--- src/i2c_tmo_consts.svh ---
`ifndef I2C_TMO_CONSTS_SVH
`define I2C_TMO_CONSTS_SVH

// ********************************
// Timing
// ********************************
// Longest legal transaction, in milliseconds
`define TMO_TIME_MS 1000
// Supervisor clock rate in hertz
`define CLK_FREQ_HZ 100000000
// Cycles in one timeout interval; 64 bits because the product passes 2^31
`define TMO_CYCLES (64'd`TMO_TIME_MS * 64'd`CLK_FREQ_HZ / 64'd1000)
// Counter width, enough for the default interval
`define TMO_CNT_W 27

// ********************************
// Protocol positions
// ********************************
`define BIT_ACK 4'h8
`define BIT_FIRST 4'h0
`define BYTE_SLAVE 2'h0
`define BYTE_POINTER 2'h1
`define BYTE_DATA 2'h2
`define PTR_STALL 8'h00
`define PTR_RESET 8'h00
`define SHIFT_RESET 8'h00
`define CNT_ZERO 27'h0

`endif

--- src/i2c_tmo_pkg.sv ---
package i2c_tmo_pkg;

	// Sampled bus lines travel together
	typedef struct packed {
		logic scl;
		logic sda;
	} line_s;

	// Supervisor states
	typedef enum logic [1:0] {
		ST_IDLE,
		ST_ACTIVE,
		ST_ABORT
	} tmo_state_e;

endpackage

--- src/i2c_tmo_sync.sv ---
`timescale 1ns/1ps
`default_nettype none

// Two-stage synchroniser plus one stage of history for edge finding
module i2c_tmo_sync import i2c_tmo_pkg::*; (
	input wire logic CLK, // system clock
	input wire logic RSTN, // synchronous reset, active low
	input wire line_s PIN, // raw bus lines
	output line_s SYNC, // synchronised lines
	output line_s PREV // synchronised lines one cycle older
);
	line_s meta_q, meta_d, sync_q, sync_d, prev_q, prev_d;

	// Only the second stage reads the first; idle bus level is high
	always_comb begin
		meta_d = PIN;
		sync_d = meta_q;
		prev_d = sync_q;
	end

	always_ff @(posedge CLK) begin
		if (!RSTN) begin
			meta_q <= '1;
			sync_q <= '1;
			prev_q <= '1;
		end else begin
			meta_q <= meta_d;
			sync_q <= sync_d;
			prev_q <= prev_d;
		end
	end

	assign SYNC = sync_q;
	assign PREV = prev_q;
endmodule // i2c_tmo_sync

`default_nettype wire

--- src/i2c_bus_timeout.sv ---
`timescale 1ns/1ps
`default_nettype none
`include "i2c_tmo_consts.svh"

module i2c_bus_timeout import i2c_tmo_pkg::*; #(
	parameter int unsigned TMO_CYCLES = 32'(`TMO_CYCLES), // cycles in one second
	parameter int unsigned CNT_W = `TMO_CNT_W // timeout counter width
) (
	input wire logic CLK, // internal oscillator clock
	input wire logic RSTN, // synchronous reset, active low
	input wire logic SCL_IN, // bus clock pin level
	input wire logic SDA_IN, // bus data pin level
	input wire logic CORE_SDA_LOW, // slave core wants data line low
	input wire logic CLOCK_HALT, // clock-halt control bit
	output logic SDA_OUT, // data pin output value, always low
	output logic SDA_OE_N, // data pin enable, low while driving
	output logic BUSY, // transaction in progress
	output logic ABORT, // one-cycle pulse on timeout abort
	output logic HELD // stalled acknowledge, timeout inhibited
);
	// ********************************
	// Pin sampling and bus conditions
	// ********************************
	line_s pin, cur, prv;
	logic start_c, stop_c, scl_rise, scl_fall;

	assign pin = '{scl: SCL_IN, sda: SDA_IN};

	i2c_tmo_sync u_sync (
		.CLK(CLK),
		.RSTN(RSTN),
		.PIN(pin),
		.SYNC(cur),
		.PREV(prv)
	);

	// Data edges while the clock stays high mark START and STOP
	always_comb begin
		start_c = cur.scl & prv.scl & prv.sda & ~cur.sda;
		stop_c = cur.scl & prv.scl & ~prv.sda & cur.sda;
		scl_rise = cur.scl & ~prv.scl;
		scl_fall = ~cur.scl & prv.scl;
	end

	// ********************************
	// Bit and byte tracking
	// ********************************
	logic [3:0] bit_q, bit_d;
	logic [1:0] byte_q, byte_d;
	logic [7:0] shift_q, shift_d, ptr_q, ptr_d;
	logic rd_q, rd_d;
	logic skip_q, skip_d;
	logic stall_c;

	// Eighth data clock of a byte has just ended
	function automatic logic last_data_bit(input logic [3:0] b);
		return b == `BIT_ACK - 4'h1;
	endfunction

	// Follows the frame only far enough to find the write target
	always_comb begin
		bit_d = bit_q;
		byte_d = byte_q;
		shift_d = shift_q;
		ptr_d = ptr_q;
		rd_d = rd_q;
		skip_d = skip_q;
		if (start_c) begin
			bit_d = `BIT_FIRST;
			byte_d = `BYTE_SLAVE;
			skip_d = 1'b1;
		end else if (scl_rise && bit_q != `BIT_ACK) begin
			shift_d = {shift_q[6:0], cur.sda};
		end else if (scl_fall && skip_q) begin
			// Clock fall that closes a START carries no data bit; counting it skews every byte
			skip_d = 1'b0;
		end else if (scl_fall) begin
			if (bit_q == `BIT_ACK) begin
				bit_d = `BIT_FIRST;
				if (byte_q == `BYTE_DATA)
					ptr_d = ptr_q + 8'h01; // auto increment
				else
					byte_d = byte_q + 2'h1;
			end else begin
				bit_d = bit_q + 4'h1;
				if (last_data_bit(bit_q) && byte_q == `BYTE_SLAVE)
					rd_d = shift_q[0];
				if (last_data_bit(bit_q) && byte_q == `BYTE_POINTER && !rd_q)
					ptr_d = shift_q;
			end
		end
	end

	// Acknowledge of a data byte written to address 00h
	assign stall_c = (bit_q == `BIT_ACK) && (byte_q == `BYTE_DATA) && !rd_q
		&& (ptr_q == `PTR_STALL);

	always_ff @(posedge CLK) begin
		if (!RSTN) begin
			bit_q <= `BIT_FIRST;
			byte_q <= `BYTE_SLAVE;
			shift_q <= `SHIFT_RESET;
			ptr_q <= `PTR_RESET;
			rd_q <= 1'b0;
			skip_q <= 1'b0;
		end else begin
			bit_q <= bit_d;
			byte_q <= byte_d;
			shift_q <= shift_d;
			ptr_q <= ptr_d;
			rd_q <= rd_d;
			skip_q <= skip_d;
		end
	end

	// ********************************
	// Timeout supervisor
	// ********************************
	tmo_state_e state_q, state_d;
	logic [CNT_W-1:0] cnt_q, cnt_d;
	logic held_q, held_d, expired_c, abort_c;
	logic oe_n_q, oe_n_d, abort_q;
	logic busy_q, busy_d;

	assign expired_c = cnt_q >= CNT_W'(TMO_CYCLES);
	// Halt bit and a held stall both veto the abort; a START or STOP in the same cycle wins
	assign abort_c = (state_q == ST_ACTIVE) && expired_c && !CLOCK_HALT
		&& !held_q && !stall_c && !start_c && !stop_c;

	// Counter saturates, so a late halt release aborts at once
	always_comb begin
		state_d = state_q;
		cnt_d = cnt_q;
		held_d = held_q;
		if (start_c || stop_c)
			cnt_d = `CNT_ZERO;
		else if (state_q == ST_ACTIVE && !expired_c)
			cnt_d = cnt_q + CNT_W'(1);
		if (stop_c)
			held_d = 1'b0;
		else if (stall_c && state_q == ST_ACTIVE)
			held_d = 1'b1;
		unique case (state_q)
			ST_IDLE: begin
				if (start_c)
					state_d = ST_ACTIVE;
			end
			ST_ACTIVE: begin
				if (stop_c)
					state_d = ST_IDLE;
				else if (abort_c)
					state_d = ST_ABORT;
			end
			ST_ABORT: begin
				if (stop_c)
					state_d = ST_IDLE;
				else if (start_c)
					state_d = ST_ACTIVE;
			end
		endcase
		// Released after abort; core drive passes through otherwise
		oe_n_d = !(CORE_SDA_LOW && state_d != ST_ABORT);
		// Busy flag registered so the pin comes straight from a flop
		busy_d = (state_d == ST_ACTIVE);
	end

	always_ff @(posedge CLK) begin
		if (!RSTN) begin
			state_q <= ST_IDLE;
			cnt_q <= `CNT_ZERO;
			held_q <= 1'b0;
			oe_n_q <= 1'b1;
			abort_q <= 1'b0;
			busy_q <= 1'b0;
		end else begin
			state_q <= state_d;
			cnt_q <= cnt_d;
			held_q <= held_d;
			oe_n_q <= oe_n_d;
			abort_q <= abort_c;
			busy_q <= busy_d;
		end
	end

	// Outputs come straight from flops, except SDA_OUT, which is tied low
	assign SDA_OUT = 1'b0;
	assign SDA_OE_N = oe_n_q;
	assign BUSY = busy_q;
	assign ABORT = abort_q;
	assign HELD = held_q;

	// ********************************
	// Checks
	// ********************************
	AST_ABORT_RELEASES: assert property (@(posedge CLK) disable iff (!RSTN)
		abort_c |=> (state_q == ST_ABORT) && SDA_OE_N && ABORT)
		else $error("timeout did not release data line");
	AST_START_CLEARS: assert property (@(posedge CLK) disable iff (!RSTN)
		start_c |=> (state_q == ST_ACTIVE) && (cnt_q == `CNT_ZERO))
		else $error("START did not open a cleared interval");
	AST_STOP_CLEARS: assert property (@(posedge CLK) disable iff (!RSTN)
		stop_c |=> (cnt_q == `CNT_ZERO) && (state_q == ST_IDLE) ##1 (cnt_q == `CNT_ZERO))
		else $error("STOP did not clear the counter");
	AST_STALL_KEEPS_LOW: assert property (@(posedge CLK) disable iff (!RSTN)
		(stall_c && CORE_SDA_LOW && state_q == ST_ACTIVE && !stop_c) |=> !SDA_OE_N)
		else $error("stalled acknowledge released the data line");
	AST_HALT_NO_ABORT: assert property (@(posedge CLK) disable iff (!RSTN)
		(CLOCK_HALT && state_q == ST_ACTIVE) |=> (state_q != ST_ABORT) && !ABORT)
		else $error("abort while clock halt set");
	AST_HELD_TILL_STOP: assert property (@(posedge CLK) disable iff (!RSTN)
		(held_q && !stop_c) |=> held_q && (state_q != ST_ABORT))
		else $error("held transaction ended without STOP");

	AST_ABORT_PULSE: assert property (@(posedge CLK) disable iff (!RSTN)
		ABORT |=> !ABORT)
		else $error("abort pulse longer than one cycle");
	AST_IDLE_NO_COUNT: assert property (@(posedge CLK) disable iff (!RSTN)
		(state_q == ST_IDLE && !start_c) |=> $stable(cnt_q))
		else $error("counter moved outside a transaction");

	COV_ABORT: cover property (@(posedge CLK) disable iff (!RSTN) ABORT);
	COV_HELD_EXPIRED: cover property (@(posedge CLK) disable iff (!RSTN) held_q && expired_c);
	COV_HALT_EXPIRED: cover property (@(posedge CLK) disable iff (!RSTN)
		CLOCK_HALT && expired_c && state_q == ST_ACTIVE);
endmodule // i2c_bus_timeout

`default_nettype wire

--- config.mk ---
export PLATFORM = sky130hd
export DESIGN_NAME = i2c_bus_timeout
export DESIGN_NICKNAME = d
export VERILOG_FILES = /design/src/i2c_tmo_pkg.sv /design/src/i2c_tmo_sync.sv /design/src/i2c_bus_timeout.sv
export VERILOG_INCLUDE_DIRS = /design/src
export SDC_FILE = /design/constraint.sdc
export NUM_CORES = 1
export LEC_CHECK = 0
export BUFFER_PORTS_ARGS = -buffer_cell sky130_fd_sc_hd__buf_4
export CORE_ASPECT_RATIO = 1.4
export CORE_UTILIZATION = 50
export DETAILED_ROUTE_END_ITERATION = 16
export GPL_ROUTABILITY_DRIVEN = 0
export PLACE_DENSITY_LB_ADDON = 0.2
export SLEW_MARGIN = 20
export SYNTH_ARGS = -nofsm -noshare
export SYNTH_HDL_FRONTEND = slang
export SYNTH_SLANG_ARGS = --single-unit
--- constraint.sdc ---
create_clock -name CLK -period 2.7 [get_ports CLK]
set_input_delay 0.54 -clock CLK [delete_from_list [all_inputs] [get_ports CLK]]
set_output_delay 0.54 -clock CLK [all_outputs]
set_load 0.005 [all_outputs]
-- Yosys cells after proc, flatten, opt, wreduce, memory -nomap -nowiden
Cells that the tools add are included.
- add/sub/neg operators: 4
- magnitude comparators: 1
- eq/ne operators: 11
- muxes and demuxes: 12
- bitwise operators: 17
- reductions and logical operators: 40
- operator list (cell ; count):
    27-bit by 1-bit adder with 27-bit output (second input constant) ; 1
    27-bit >= comparator (second input constant) ; 1
    8-bit two-way mux ; 3
    1-bit logical AND ; 17
    6-bit AND reduction ; 2
    1-bit inverter ; 10
    8-bit by 1-bit adder with 8-bit output (second input constant) ; 1
    1-bit zero test ; 8
    8-bit zero test ; 1
    2-bit two-way mux ; 4
    1-bit bitwise AND ; 7
    2-bit by 1-bit equality test with 1-bit output (second input constant) ; 3
    2-bit one-hot mux with 3 select lines ; 1
    2-bit OR reduction ; 3
    5-bit AND reduction ; 1
    4-bit by 1-bit adder with 4-bit output (second input constant) ; 1
    2-bit equality test (second input constant) ; 2
    4-bit by 3-bit equality test with 1-bit output (second input constant) ; 1
    4-bit equality test (second input constant) ; 1
    2-bit zero test ; 2
    4-bit two-way mux ; 1
    2-bit inequality test (second input constant) ; 2
    4-bit inequality test (second input constant) ; 1
    2-bit AND reduction ; 2
    other kinds (6) ; 9
- bits in registers: 63
- input bits: 6
- logic and storage cells: 103

-- Longest topological paths before layout
Gate-level depths: netlist of the first run.
- depth in word-level cells: 14
- gate-level depth with buffers: 9
- gate-level depth less buffers: 7

-- By module
From an unflattened synthesis of the first run, not the netlist that was laid out.
- cell total of the unflattened synthesis: 376
- area total of the unflattened synthesis: 3164.3 um^2
- by module, submodules not included (module ; times used ; cells each ; area each (um^2) ; sequential area each (um^2)):
    i2c_bus_timeout ; 1 ; 364 ; 3006.6 ; 1141.1
    i2c_tmo_sync ; 1 ; 12 ; 157.7 ; 120.1

-- Least setup slack after synthesis of the first run
No wires, ideal clock.
- path type: register to register
- start: reg bit_q[0]
- end: reg ptr_q[0]
- setup time: 0.119 ns
- arrival time: 1.812 ns
- setup slack: 0.770 ns
- stages on the path, launching flop included: 10
- buffers on the path: 2
- clock period less this slack: 1.930 ns
- cells stage by stage: dfxtp_1 > inv_1 > ha_1 > and3b_1 > clkbuf_1 > a32o_1 > nand2_1 > clkbuf_1 > nor2_1 > o221a_1
- longest elaborated chain between the ends: 5
- RTL lines (item ; RTL line ; RTL):
    from (decl) ; i2c_bus_timeout.sv:48 ; logic [3:0] bit_q, bit_d;
    from (signal assigned) ; i2c_bus_timeout.sv:100 ; bit_q <= `BIT_FIRST;
    from (signal assigned) ; i2c_bus_timeout.sv:107 ; bit_q <= bit_d;
    4-bit by 3-bit equality test with 1-bit output ; i2c_bus_timeout.sv:57 ; return b == `BIT_ACK - 4'h1;
    1-bit logical AND (no line) ; - ;
    1-bit logical AND ; i2c_bus_timeout.sv:88 ; if (last_data_bit(bit_q) && byte_q == `BYTE_POINTER && !rd_q)
    2-bit nonzero test (no line) ; - ;
    6-bit AND reduction (no line) ; - ;
    to (signal assigned) ; i2c_bus_timeout.sv:103 ; ptr_q <= `PTR_RESET;
    to (signal assigned) ; i2c_bus_timeout.sv:110 ; ptr_q <= ptr_d;
    to (decl) ; i2c_bus_timeout.sv:50 ; logic [7:0] shift_q, shift_d, ptr_q, ptr_d;
Several ways; a longest one is shown, not always the timed one.
A chain may end at the register's enable or synchronous reset.

-- Worst setup path after layout of the first run
- start: reg cnt_q[8]
- end: reg cnt_q[14]
- longest elaborated chain between the ends: 3
- RTL lines (item ; RTL line ; RTL):
    from (decl) ; i2c_bus_timeout.sv:120 ; logic [CNT_W-1:0] cnt_q, cnt_d;
    from (signal assigned) ; i2c_bus_timeout.sv:170 ; cnt_q <= `CNT_ZERO;
    from (signal assigned) ; i2c_bus_timeout.sv:177 ; cnt_q <= cnt_d;
    27-bit >= comparator ; i2c_bus_timeout.sv:125 ; assign expired_c = cnt_q >= CNT_W'(TMO_CYCLES);
    1-bit zero test ; i2c_bus_timeout.sv:137 ; else if (state_q == ST_ACTIVE && !expired_c)
    1-bit logical AND ; i2c_bus_timeout.sv:137 ;
Several ways; a longest one is shown, not always the timed one.

==> summary.md, run 1 <==
| Metric | Value |
|---|---|
| Hold Violations, Final | `0` |
| Synthesized Nets | `379` |
| Top FF cell, synth | `dfxtp_1` |
| Critical path type | `reg2reg` |
| Setup_tns | `0 ns` |
| CTS tree | `built` |
| Worst relative slew slack | `0.5821` |
| Number of global-route vias before repair | `2437` |
| Drt wl/cell | `13.60 um` |
| Layout Skew | `0.007922 ns` |
| Gr usage total | `0.2127` |
| Worst hold slack | `0.3649 ns` |
| I/O pin count | `11` |
| Total gr overflow | `0` |
| Period minus WS final | `2.055 ns` |
| FF/Latch Area | `0.001261 mm2` |
| FF-to-FF path depth | `5` |
| Initial antenna violation count | `0` |
| Root Buffer | `clkbuf_8` |
| Hold depth | `2` |
| Final WS setup | `0.6446 ns` |
| Slowest CP cell | `a211o_1` |
| ANT cells | `0` |
| Hold endpoint | `u_sync.meta_q[1]` |
| Die Width | `68.54 um` |
| Share of cells above drive strength 1 | `0.09524` |
| Tcrit/Tclk final | `0.7613` |
| DIE HEIGHT | `95.16 um` |
| Critical path cell sequence | `nor4_2, a311oi_2, a211o_1, or4_1, a21oi_1` |
| CP Capture Type | `flop` |
| Leak Pwr | `1.214 nW` |
| Final instance area | `0.003400 mm2` |
| Pwr Density | `511.3 mW/mm2` |
| Clk Latency, worst-skew pair | `0.36 ns` |
| Outcome | `finished, final reports clean` |
| Crit path DAT | `2.35 ns` |
| Max incr delay on CP | `0.47 ns` |
| Fmax achieved | `0.4865 GHz` |
| Max FO, Critical Path | `14` |
| CTS Hold Buffers Added | `0` |
| Number of buffers added on ports | `9` |
| Clock Tree Buf Depth | `2` |
| Post-DP Area | `0.003224 mm2` |
| Min-delay src | `SCL_IN` |
| MaxCap Viol Count | `0` |
| Synthesized instance count | `362` |
| Commonest non-fill, non-tap cells in the layout | `dfxtp_1, nor2_1, nand2_1, a21oi_1, inv_1` |
| Slew of the pin with the lowest slew margin | `0.6268 ns` |
| DRC viols | `0` |
| Commonest non-fill, non-tap cell in the layout | `dfxtp_1` |
| Yosys warns | `0` |
| Tot Pwr | `1.738 mW` |
| Worst reg2reg setup slack | `0.64 ns` |
| H-tree depth | `3` |
| Final ANT Viol Nets | `0` |
| RSZ-0062 raised after global routing | `false` |
| Inserted Clock Buffers | `9` |
| Vias | `2552` |
| DP Worst Slack | `0.6815 ns` |
| Reg clk slew, reported paths | `0.07 ns` |
| Rows | `33` |
| Async SR Flop Fraction | `0` |
| Dpl hpwl | `4.331 mm` |
| Cts repair resizes | `0` |
| Worst Path Required | `2.99 ns` |
| Starting DRT DRC Count | `95` |
| Die Area | `0.006522 mm2` |
| Peak supply drop | `0.3109 mV` |
| Worst hold path type | `in2reg` |
| Router iterations before antenna repair | `4` |
| Total Wirelength | `6.094 mm` |
| Fin nets | `390` |
| RR Startpoint | `cnt_q[8]` |
| Area of the multi-input gates | `0.001695 mm2` |
| Final Setup Violations | `0` |
| Critical Path Source Type | `flop` |
| Post-synthesis area per instance | `8.561 um2` |
| Pin count of the biggest net entering global routing | `18` |
| Capturing point of the worst reg2reg path | `cnt_q[14]` |
| Fin. max-slew vios | `0` |
| # clock sinks | `63` |
| Yosys cell types | `54` |
| Filler cells | `553` |
| Area grow syn2layout | `9.689%` |
| Vias/cell | `5.696` |
| First-pass GRT wire length | `10.11 mm` |
| Post-CTS setup repair buffer count | `0` |
| Syn Std Cell Area | `0.003099 mm2` |
| Starting Density | `0.5249` |
| Register bit count reported by yosys | `63` |
| Sequential area share after synthesis | `0.4069` |
| Core area | `0.005904 mm2` |
| EDFF count, synth | `0` |
==> area by class of cell <==
class                   count  share of cell area
repair buffers             13             0.02871
clock buffers              11             0.04159
flip-flops and latches     63              0.3710
well taps                  70             0.02576
clock inverters             5            0.009937
multi-input cells         264              0.4987
inverters                  22             0.02429
==> report_power, final <==
part           total (mW)  internal [mW]  switching (mW)
clock               0.729          0.356           0.373
combinational      0.0651         0.0249          0.0402
sequential          0.944          0.938         0.00632
total                1.74           1.32           0.420
==> metrics by stage <==
stage	util	instances
after detailed placement	0.5461	432
after global placement	0.5461	432
after global routing	0.5758	448
after CTS	0.5758	448
final	0.5758	448
after floorplan	-	362
==> metal layers <==
layer  part of all wire  up-vias  wire (um)  track usage
li1                   -     1319          -            -
met1               0.42     1201       2578       0.2027
met2               0.53       20       3222       0.3766
met3              0.023       12        143      0.06220
met4              0.025        0        150       0.1476
met5                  0        -          0            0
==> worst max-delay path, delay by kind of cell (launching register included) <==
family          cells  cell delay [ns]
compound gates      3             0.88
flops               1             0.35
simple gates        2             0.76
==> cells in the mapped netlist, types with 2 or more instances <==
cell        n  area, um2
or3_1       9      56.30
nor3_1      7      35.03
xnor2_1    12      105.1
or2_1       2      12.51
nand3b_1    3      22.52
nand3_1    18      90.09
o31ai_1     5      37.54
nand4_1     5      31.28
o21a_1      5      37.54
and4_1      7      61.31
a41oi_1     2      17.52
o21ai_1    13      65.06
nand2_1    27      101.4
a21oi_1    27      135.1
nand4b_1    3      26.28
nor4_1      2      12.51
or4_1       3      22.52
dfxtp_1    63       1261
a311oi_1    2      17.52
mux2i_1    11      110.1
o21ai_0     2      10.01
nor3b_1     4      30.03
clkbuf_1   11      41.29
and3b_1     2      17.52
a2111oi_2   2      30.03
o211ai_1    3      22.52
nor2_1     39      146.4
nand2b_1    7      43.79
and3_1      6      37.54
ha_1       11      137.6
inv_1      22      82.58
a31oi_1     5      31.28
==> worst max path at each step <==
stage	from	to	slack, ns	depth (start not counted)
after floorplan	bit_q[0]	ptr_q[0]	0.77	9
final	cnt_q[8]	cnt_q[14]	0.64	5
after CTS	cnt_q[8]	cnt_q[14]	0.65	5
after global routing	bit_q[0]	BUSY	0.47	7
after global placement	cnt_q[8]	cnt_q[16]	0.69	5
after detailed placement	cnt_q[8]	cnt_q[14]	0.68	5
==> sequential cells by signal, indices dropped and copies added, names as in the netlist <==
| register | cells |
|---|---|
| ABORT | 1 |
| BUSY | 1 |
| HELD | 1 |
| SDA_OE_N | 1 |
| bit_q | 4 |
| byte_q | 2 |
| cnt_q | 27 |
| ptr_q | 8 |
| rd_q | 1 |
| shift_q | 8 |
| skip_q | 1 |
| state_q | 2 |
| u_sync.PREV | 2 |
| u_sync.SYNC | 2 |
| u_sync.meta_q | 2 |
==> kinds of logic (layout without fill, tap and decap cells) <==
family                   Yosys count  after routing  share of synthesized area
multiplexers                      11             11                    0.03553
XOR/XNOR                          12             12                    0.03391
AO/OA/AOI/OAI                     81             81                     0.1789
buffers and inverters             35             51                    0.04602
other                              1              1                   0.001210
adder cells (fa/ha/maj)           11             11                    0.04441
AND/OR/NAND/NOR                  148            148                     0.2531
flip-flops                        63             63                     0.4069
No activity file was read; power rests on OpenSTA's default activity.
==> run 2: changes to the inputs <==
==> constraint.sdc (replaced) <==
create_clock -name CLK -period 1.79 [get_ports CLK]
set_input_delay 0.358 -clock CLK [delete_from_list [all_inputs] [get_ports CLK]]
set_output_delay 0.358 -clock CLK [all_outputs]
set_load 0.005 [all_outputs]
==> run 2 against run 1 <==
  * The run now ends with setup timing left
  * Highest routed layer unchanged
  * Critical path depth increased by 2
  * Count of clock-buffer cells in the layout increased by 2
  * Maximum frequency increased by 12%
  * Clock skew decreased by 0.0012 ns
  * Hold slack got worse by 0.17 ns
  * Global-route usage increased by 3.3 points
  * Utilization increased by 11 points
  * Register-to-register slack got worse by 0.69 ns
  * Setup slack got worse by 0.69 ns
  * First-iteration DRC count increased by 91%
==> summary.md, run 2 (synthesis results as in run 1) <==
| Metric | Value |
|---|---|
| Commonest non-fill, non-tap cells in the layout | `buf_4, dfxtp_1, nor2_1` |
| Root Buffer | `clkbuf_8` |
| H-tree depth | `3` |
| Largest register FFs | `27` |
| CP Capture Type | `flop` |
| RSZ-0062 raised after global routing | `true` |
| Leak Pwr | `1.580 nW` |
| Biggest register | `cnt_q` |
| CTS Hold Buffers Added | `0` |
| DP Worst Slack | `-0.1200 ns` |
| Worst relative slew slack | `0.6553` |
| Post-DP Area | `0.003550 mm2` |
| Worst hold path type | `in2reg` |
| Tcrit/Tclk final | `1.027` |
| Max incr delay on CP | `0.33 ns` |
| # clock sinks | `63` |
| Most Frequent Cell on Critical Path | `buf_4` |
| Drt wl/cell | `15.15 um` |
| Failing checks | `setup timing` |
| Share of cells above drive strength 1 | `0.2668` |
| Crit path DAT | `2.11 ns` |
| CP bufs+invs | `2` |
| DIE HEIGHT | `95.16 um` |
| First-pass GRT wire length | `11.99 mm` |
| Commonest non-fill, non-tap cell in the layout | `buf_4` |
| Final Setup Violations | `6` |
| Die Area | `0.006522 mm2` |
| ANT cells | `0` |
| Total Wirelength | `7.590 mm` |
| Final core utilization | `0.6862` |
| Number of global-route vias before repair | `2787` |
| Critical path cell sequence | `nor4_4, a311oi_4, buf_4, a2111oi_4, buf_4, nand3_1, a21oi_1` |
| Vias/cell | `5.760` |
| CTS tree | `built` |
| Pin count of the biggest net entering global routing | `24` |
| Hold Violations, Final | `0` |
| Outcome | `finished with violations` |
| Area grow syn2layout | `30.72%` |
| Dpl hpwl | `4.976 mm` |
| Core area | `0.005904 mm2` |
| Router iterations before antenna repair | `5` |
| Pwr Density | `701.1 mW/mm2` |
| Initial antenna violation count | `0` |
| Filler cells | `459` |
| Slowest CP cell | `dfxtp_2` |
| Worst hold slack | `0.1986 ns` |
| Critical Path Source Type | `flop` |
| Final instance area | `0.004051 mm2` |
| Layout Skew | `0.006718 ns` |
| Max FO, Critical Path | `5` |
| Final WS setup | `-0.04906 ns` |
| Final ANT Viol Nets | `0` |
| Rows | `33` |
| Reg clk slew, reported paths | `0.07 ns` |
| I/O pin count | `11` |
| MaxCap Viol Count | `0` |
| Clock Tree Buf Depth | `2` |
| Die Width | `68.54 um` |
| Inserted Clock Buffers | `9` |
| Peak supply drop | `0.5553 mV` |
| Fin cells | `501` |
| Number of buffers added on ports | `9` |
| Worst Path Required | `2.06 ns` |
| Fin. max-slew vios | `0` |
| DRC viols | `0` |
| Total gr overflow | `0` |
| Clk Latency, worst-skew pair | `0.34 ns` |
| Fin nets | `443` |
| Top Registers | `cnt_q (27), ptr_q (8), shift_q (8)` |
| Gr usage total | `0.2460` |
| Starting DRT DRC Count | `181` |
| Critical path type | `reg2reg` |
| Starting Density | `0.5249` |
| Period minus WS final | `1.839 ns` |
| Cells after DPL | `471` |
| Slew of the pin with the lowest slew margin | `0.5165 ns` |
| Fmax achieved | `0.5438 GHz` |
| Critical path's top delay family | `compound AO/OA/AOI/OAI gates` |
| Vias | `2886` |
==> run 2: worst paths after layout <==
kind | startpoint | endpoint | slack (ns) | cells past startpoint
hold / removal | SCL_IN | u_sync.meta_q[1] | 0.20 | 2
hold reg to reg | u_sync.meta_q[1] | u_sync.SYNC[1] | 0.42 | 1
setup / recovery | cnt_q[8] | cnt_q[19] | -0.05 | 7
setup reg to reg | cnt_q[8] | cnt_q[19] | -0.05 | 7
==> run 2: layer usage <==
layer / part of all wire / vias to the layer above / track usage / routed length [um]
li1: - / 1424 / - / -
met1: 0.39 / 1376 / 0.2430 / 2966
met2: 0.56 / 70 / 0.4616 / 4231
met3: 0.035 / 16 / 0.06579 / 268
met4: 0.016 / 0 / 0.1042 / 124
met5: 0 / - / 0 / 0
==> run 2: what timing repair did <==
item	4_1_cts	5_1_grt
endpoints found under the setup margin	16	33
gates resized for setup	21	20
pin swaps	13	14
gates cloned	1	0
buffers inserted	4	10
==> run 2: worst reg2reg max path, cell delays in order, from the launching register on <==
cell	delay, ns
dfxtp_2	0.33
nor4_4	0.33
a311oi_4	0.17
buf_4	0.20
a2111oi_4	0.32
buf_4	0.18
nand3_1	0.08
a21oi_1	0.16
==> run 2: layout make-up <==
class / instances / area [um2] / area share
flip-flops and latches: 63 / 1271 / 0.3138
clock inverters: 3 / 40.04 / 0.009883
well taps: 70 / 87.58 / 0.02162
multi-input cells: 265 / 1881 / 0.4642
clock buffers: 13 / 168.9 / 0.04169
repair buffers: 65 / 520.5 / 0.1285
inverters: 22 / 82.58 / 0.02038
==> run 2: stage by stage <==
| stage | power [mW] | setup TNS, ns |
|---|---|---|
| after floorplan | 1.520 | -0.03205 |
| after global placement | 1.564 | -0.2610 |
| after detailed placement | 1.567 | -0.4936 |
| after CTS | 2.856 | -0.3354 |
| after global routing | 2.938 | -1.012 |
| final | 2.840 | -0.2163 |
==> run 2: where the power goes <==
group	switching (mW)	internal (mW)	total (mW)
Combinational	0.0734	0.0509	0.124
Clock	0.541	0.753	1.29
Sequential	0.00816	1.41	1.42
==> run 3: changes to the inputs <==
==> constraint.sdc (replaced) <==
create_clock -name CLK -period 2.1 [get_ports CLK]
set_input_delay 0.42 -clock CLK [delete_from_list [all_inputs] [get_ports CLK]]
set_output_delay 0.42 -clock CLK [all_outputs]
set_load 0.005 [all_outputs]
==> run 3 against run 2 <==
  * The flow now finishes without violations
  * Setup slack improved by 0.18 ns
  * Critical endpoint is now cnt_q[18]
  * Via count is 10% lower
  * Combinational power shrank 31%
  * Design area is 13% lower
  * Hold slack gained 0.047 ns
  * Final cell count fell by 9.4%
  * Register-to-register slack better by 0.18 ns
  * Count of clock-buffer cells in the layout down 4
  * Largest power group unchanged
  * Non-clock buffer count down 46
==> summary.md, run 3 (synthesis results as in run 1) <==
| Metric | Value |
|---|---|
| Initial antenna violation count | `0` |
| Router iterations before antenna repair | `4` |
| Reg clk slew, reported paths | `0.08 ns` |
| Hold Violations, Final | `0` |
| Layout Skew | `0.009154 ns` |
| FF/Latch Area | `0.001261 mm2` |
| Worst relative slew slack | `0.6461` |
| ANT cells | `0` |
| Commonest non-fill, non-tap cell in the layout | `dfxtp_1` |
| Vias/cell | `5.720` |
| First-pass GRT wire length | `10.52 mm` |
| Peak supply drop | `0.6147 mV` |
| Total gr overflow | `0` |
| Dpl hpwl | `4.544 mm` |
| Clk Latency, worst-skew pair | `0.35 ns` |
| Comb pwr share | `0.036` |
| Post-DP Area | `0.003269 mm2` |
| CP Capture Type | `flop` |
| Final ANT Viol Nets | `0` |
| I/O pin count | `11` |
| Die Width | `68.54 um` |
| Internal power | `1.797 mW` |
| Commonest non-fill, non-tap cells in the layout | `dfxtp_1, nor2_1, a21oi_1` |
| Crit path DAT | `2.24 ns` |
| Fmax achieved | `0.5091 GHz` |
| Slew of the pin with the lowest slew margin | `0.5175 ns` |
| Number of global-route vias before repair | `2478` |
| Post-CTS setup repair buffer count | `0` |
| Starting Density | `0.5249` |
| Die Area | `0.006522 mm2` |
| Pwr Density | `677.2 mW/mm2` |
| Inserted Clock Buffers | `9` |
| Area of the multi-input gates | `0.001733 mm2` |
| RSZ-0062 raised after global routing | `false` |
| Vias | `2597` |
| DRC viols | `0` |
| # clock sinks | `63` |
| Seq pwr share | `0.510` |
| Cells after DPL | `438` |
| Total Wirelength | `6.309 mm` |
| P_sw | `0.5799 mW` |
| Area grow syn2layout | `13.24%` |
| Final Setup Violations | `0` |
| Leak Pwr | `1.260 nW` |
| Worst Path Required | `2.38 ns` |
| Core area | `0.005904 mm2` |
| DP Worst Slack | `0.06436 ns` |
| DIE HEIGHT | `95.16 um` |
| Max FO, Critical Path | `14` |
| H-tree depth | `3` |
| Top Registers | `cnt_q (27), ptr_q (8), shift_q (8)` |
| Fin nets | `396` |
| Rows | `33` |
| Final WS setup | `0.1356 ns` |
| Clock power frac | `0.454` |
| Clock Tree Buf Depth | `2` |
| Critical path type | `reg2reg` |
| Worst hold path type | `in2reg` |
| Fin. max-slew vios | `0` |
| CTS tree | `built` |
| Root Buffer | `clkbuf_8` |
| Share of cells above drive strength 1 | `0.1198` |
| Tcrit/Tclk final | `0.9354` |
| Period minus WS final | `1.964 ns` |
| Sw Share | `0.2440` |
| Starting DRT DRC Count | `104` |
| Filler cells | `514` |
| Critical Path Source Type | `flop` |
| Gr usage total | `0.2164` |
| Drt wl/cell | `13.90 um` |
| Biggest register | `cnt_q` |
| MaxCap Viol Count | `0` |
| Worst hold slack | `0.2460 ns` |
| Final instance area | `0.003510 mm2` |
| Largest register FFs | `27` |
| Outcome | `finished, final reports clean` |
| Setup_tns | `0 ns` |
| Pin count of the biggest net entering global routing | `18` |
| Number of buffers added on ports | `9` |
| CTS Hold Buffers Added | `0` |
| Fin cells | `454` |
-- run 3: cell types whose count changed in the layout (fill, tap and decap cells not counted), moves of 3 or more --
| cell | before | now |
|---|---|---|
| clkbuf_8 | 12 | 9 |
| dfxtp_1 | 57 | 63 |
| buf_4 | 61 | 19 |
| inv_6 | 0 | 3 |
| clkinvlp_4 | 0 | 3 |
| dfxtp_2 | 5 | 0 |
-- run 3: per-layer routing --
layer	vias to the layer above	GRT usage	wire, um
met4	0	0.1250	195
li1	1335	-	-
met5	-	0	0
met1	1224	0.2176	2669
met3	14	0.04545	98
met2	24	0.3946	3344
-- run 3: cell type report --
class                      count  area share
timing repair buffer          19     0.04064
clock buffer                   9     0.03529
inverter                      22     0.02353
clock inverter                 7     0.02246
multi-input combinational    264      0.4938
tap                           70     0.02496
sequential                    63      0.3594
-- run 3: worst max-delay path, stage by stage, from the launching register on --
cell and delay (ns):
dfxtp_1 0.37, nor4_4 0.35, a311oi_4 0.20, a211o_4 0.42
or4_1 0.40, a21oi_1 0.14
-- run 3: path summary, 6_finish.rpt --
path	start	to	slack (ns)	cells after the start
setup / recovery	cnt_q[8]	cnt_q[18]	0.14	5
hold / removal	SCL_IN	u_sync.meta_q[1]	0.25	2
setup reg to reg	cnt_q[8]	cnt_q[18]	0.14	5
hold reg to reg	u_sync.meta_q[1]	u_sync.SYNC[1]	0.41	1
-- run 3: stage by stage --
step	utilization	total power, mW
final	0.5944	2.377
after global routing	0.5944	2.461
after CTS	0.5880	2.404
after detailed placement	0.5537	1.326
after global placement	0.5537	1.324
after floorplan	-	1.295
-- run 3: power groups by stage --
stage | combinational, mW | sequential, mW | clock (mW)
after floorplan | 0.0557 | 1.24 | 0
after global placement | 0.0832 | 1.24 | 0
after detailed placement | 0.0852 | 1.24 | 0
after CTS | 0.0855 | 1.21 | 1.11
after global routing | 0.0942 | 1.21 | 1.15
final | 0.0853 | 1.21 | 1.08
-- run 3: repair_timing --
item,4_1_cts,5_1_grt
endpoints found under the setup margin,0,7
hold endpoints to repair,0,0
resized for setup,0,6
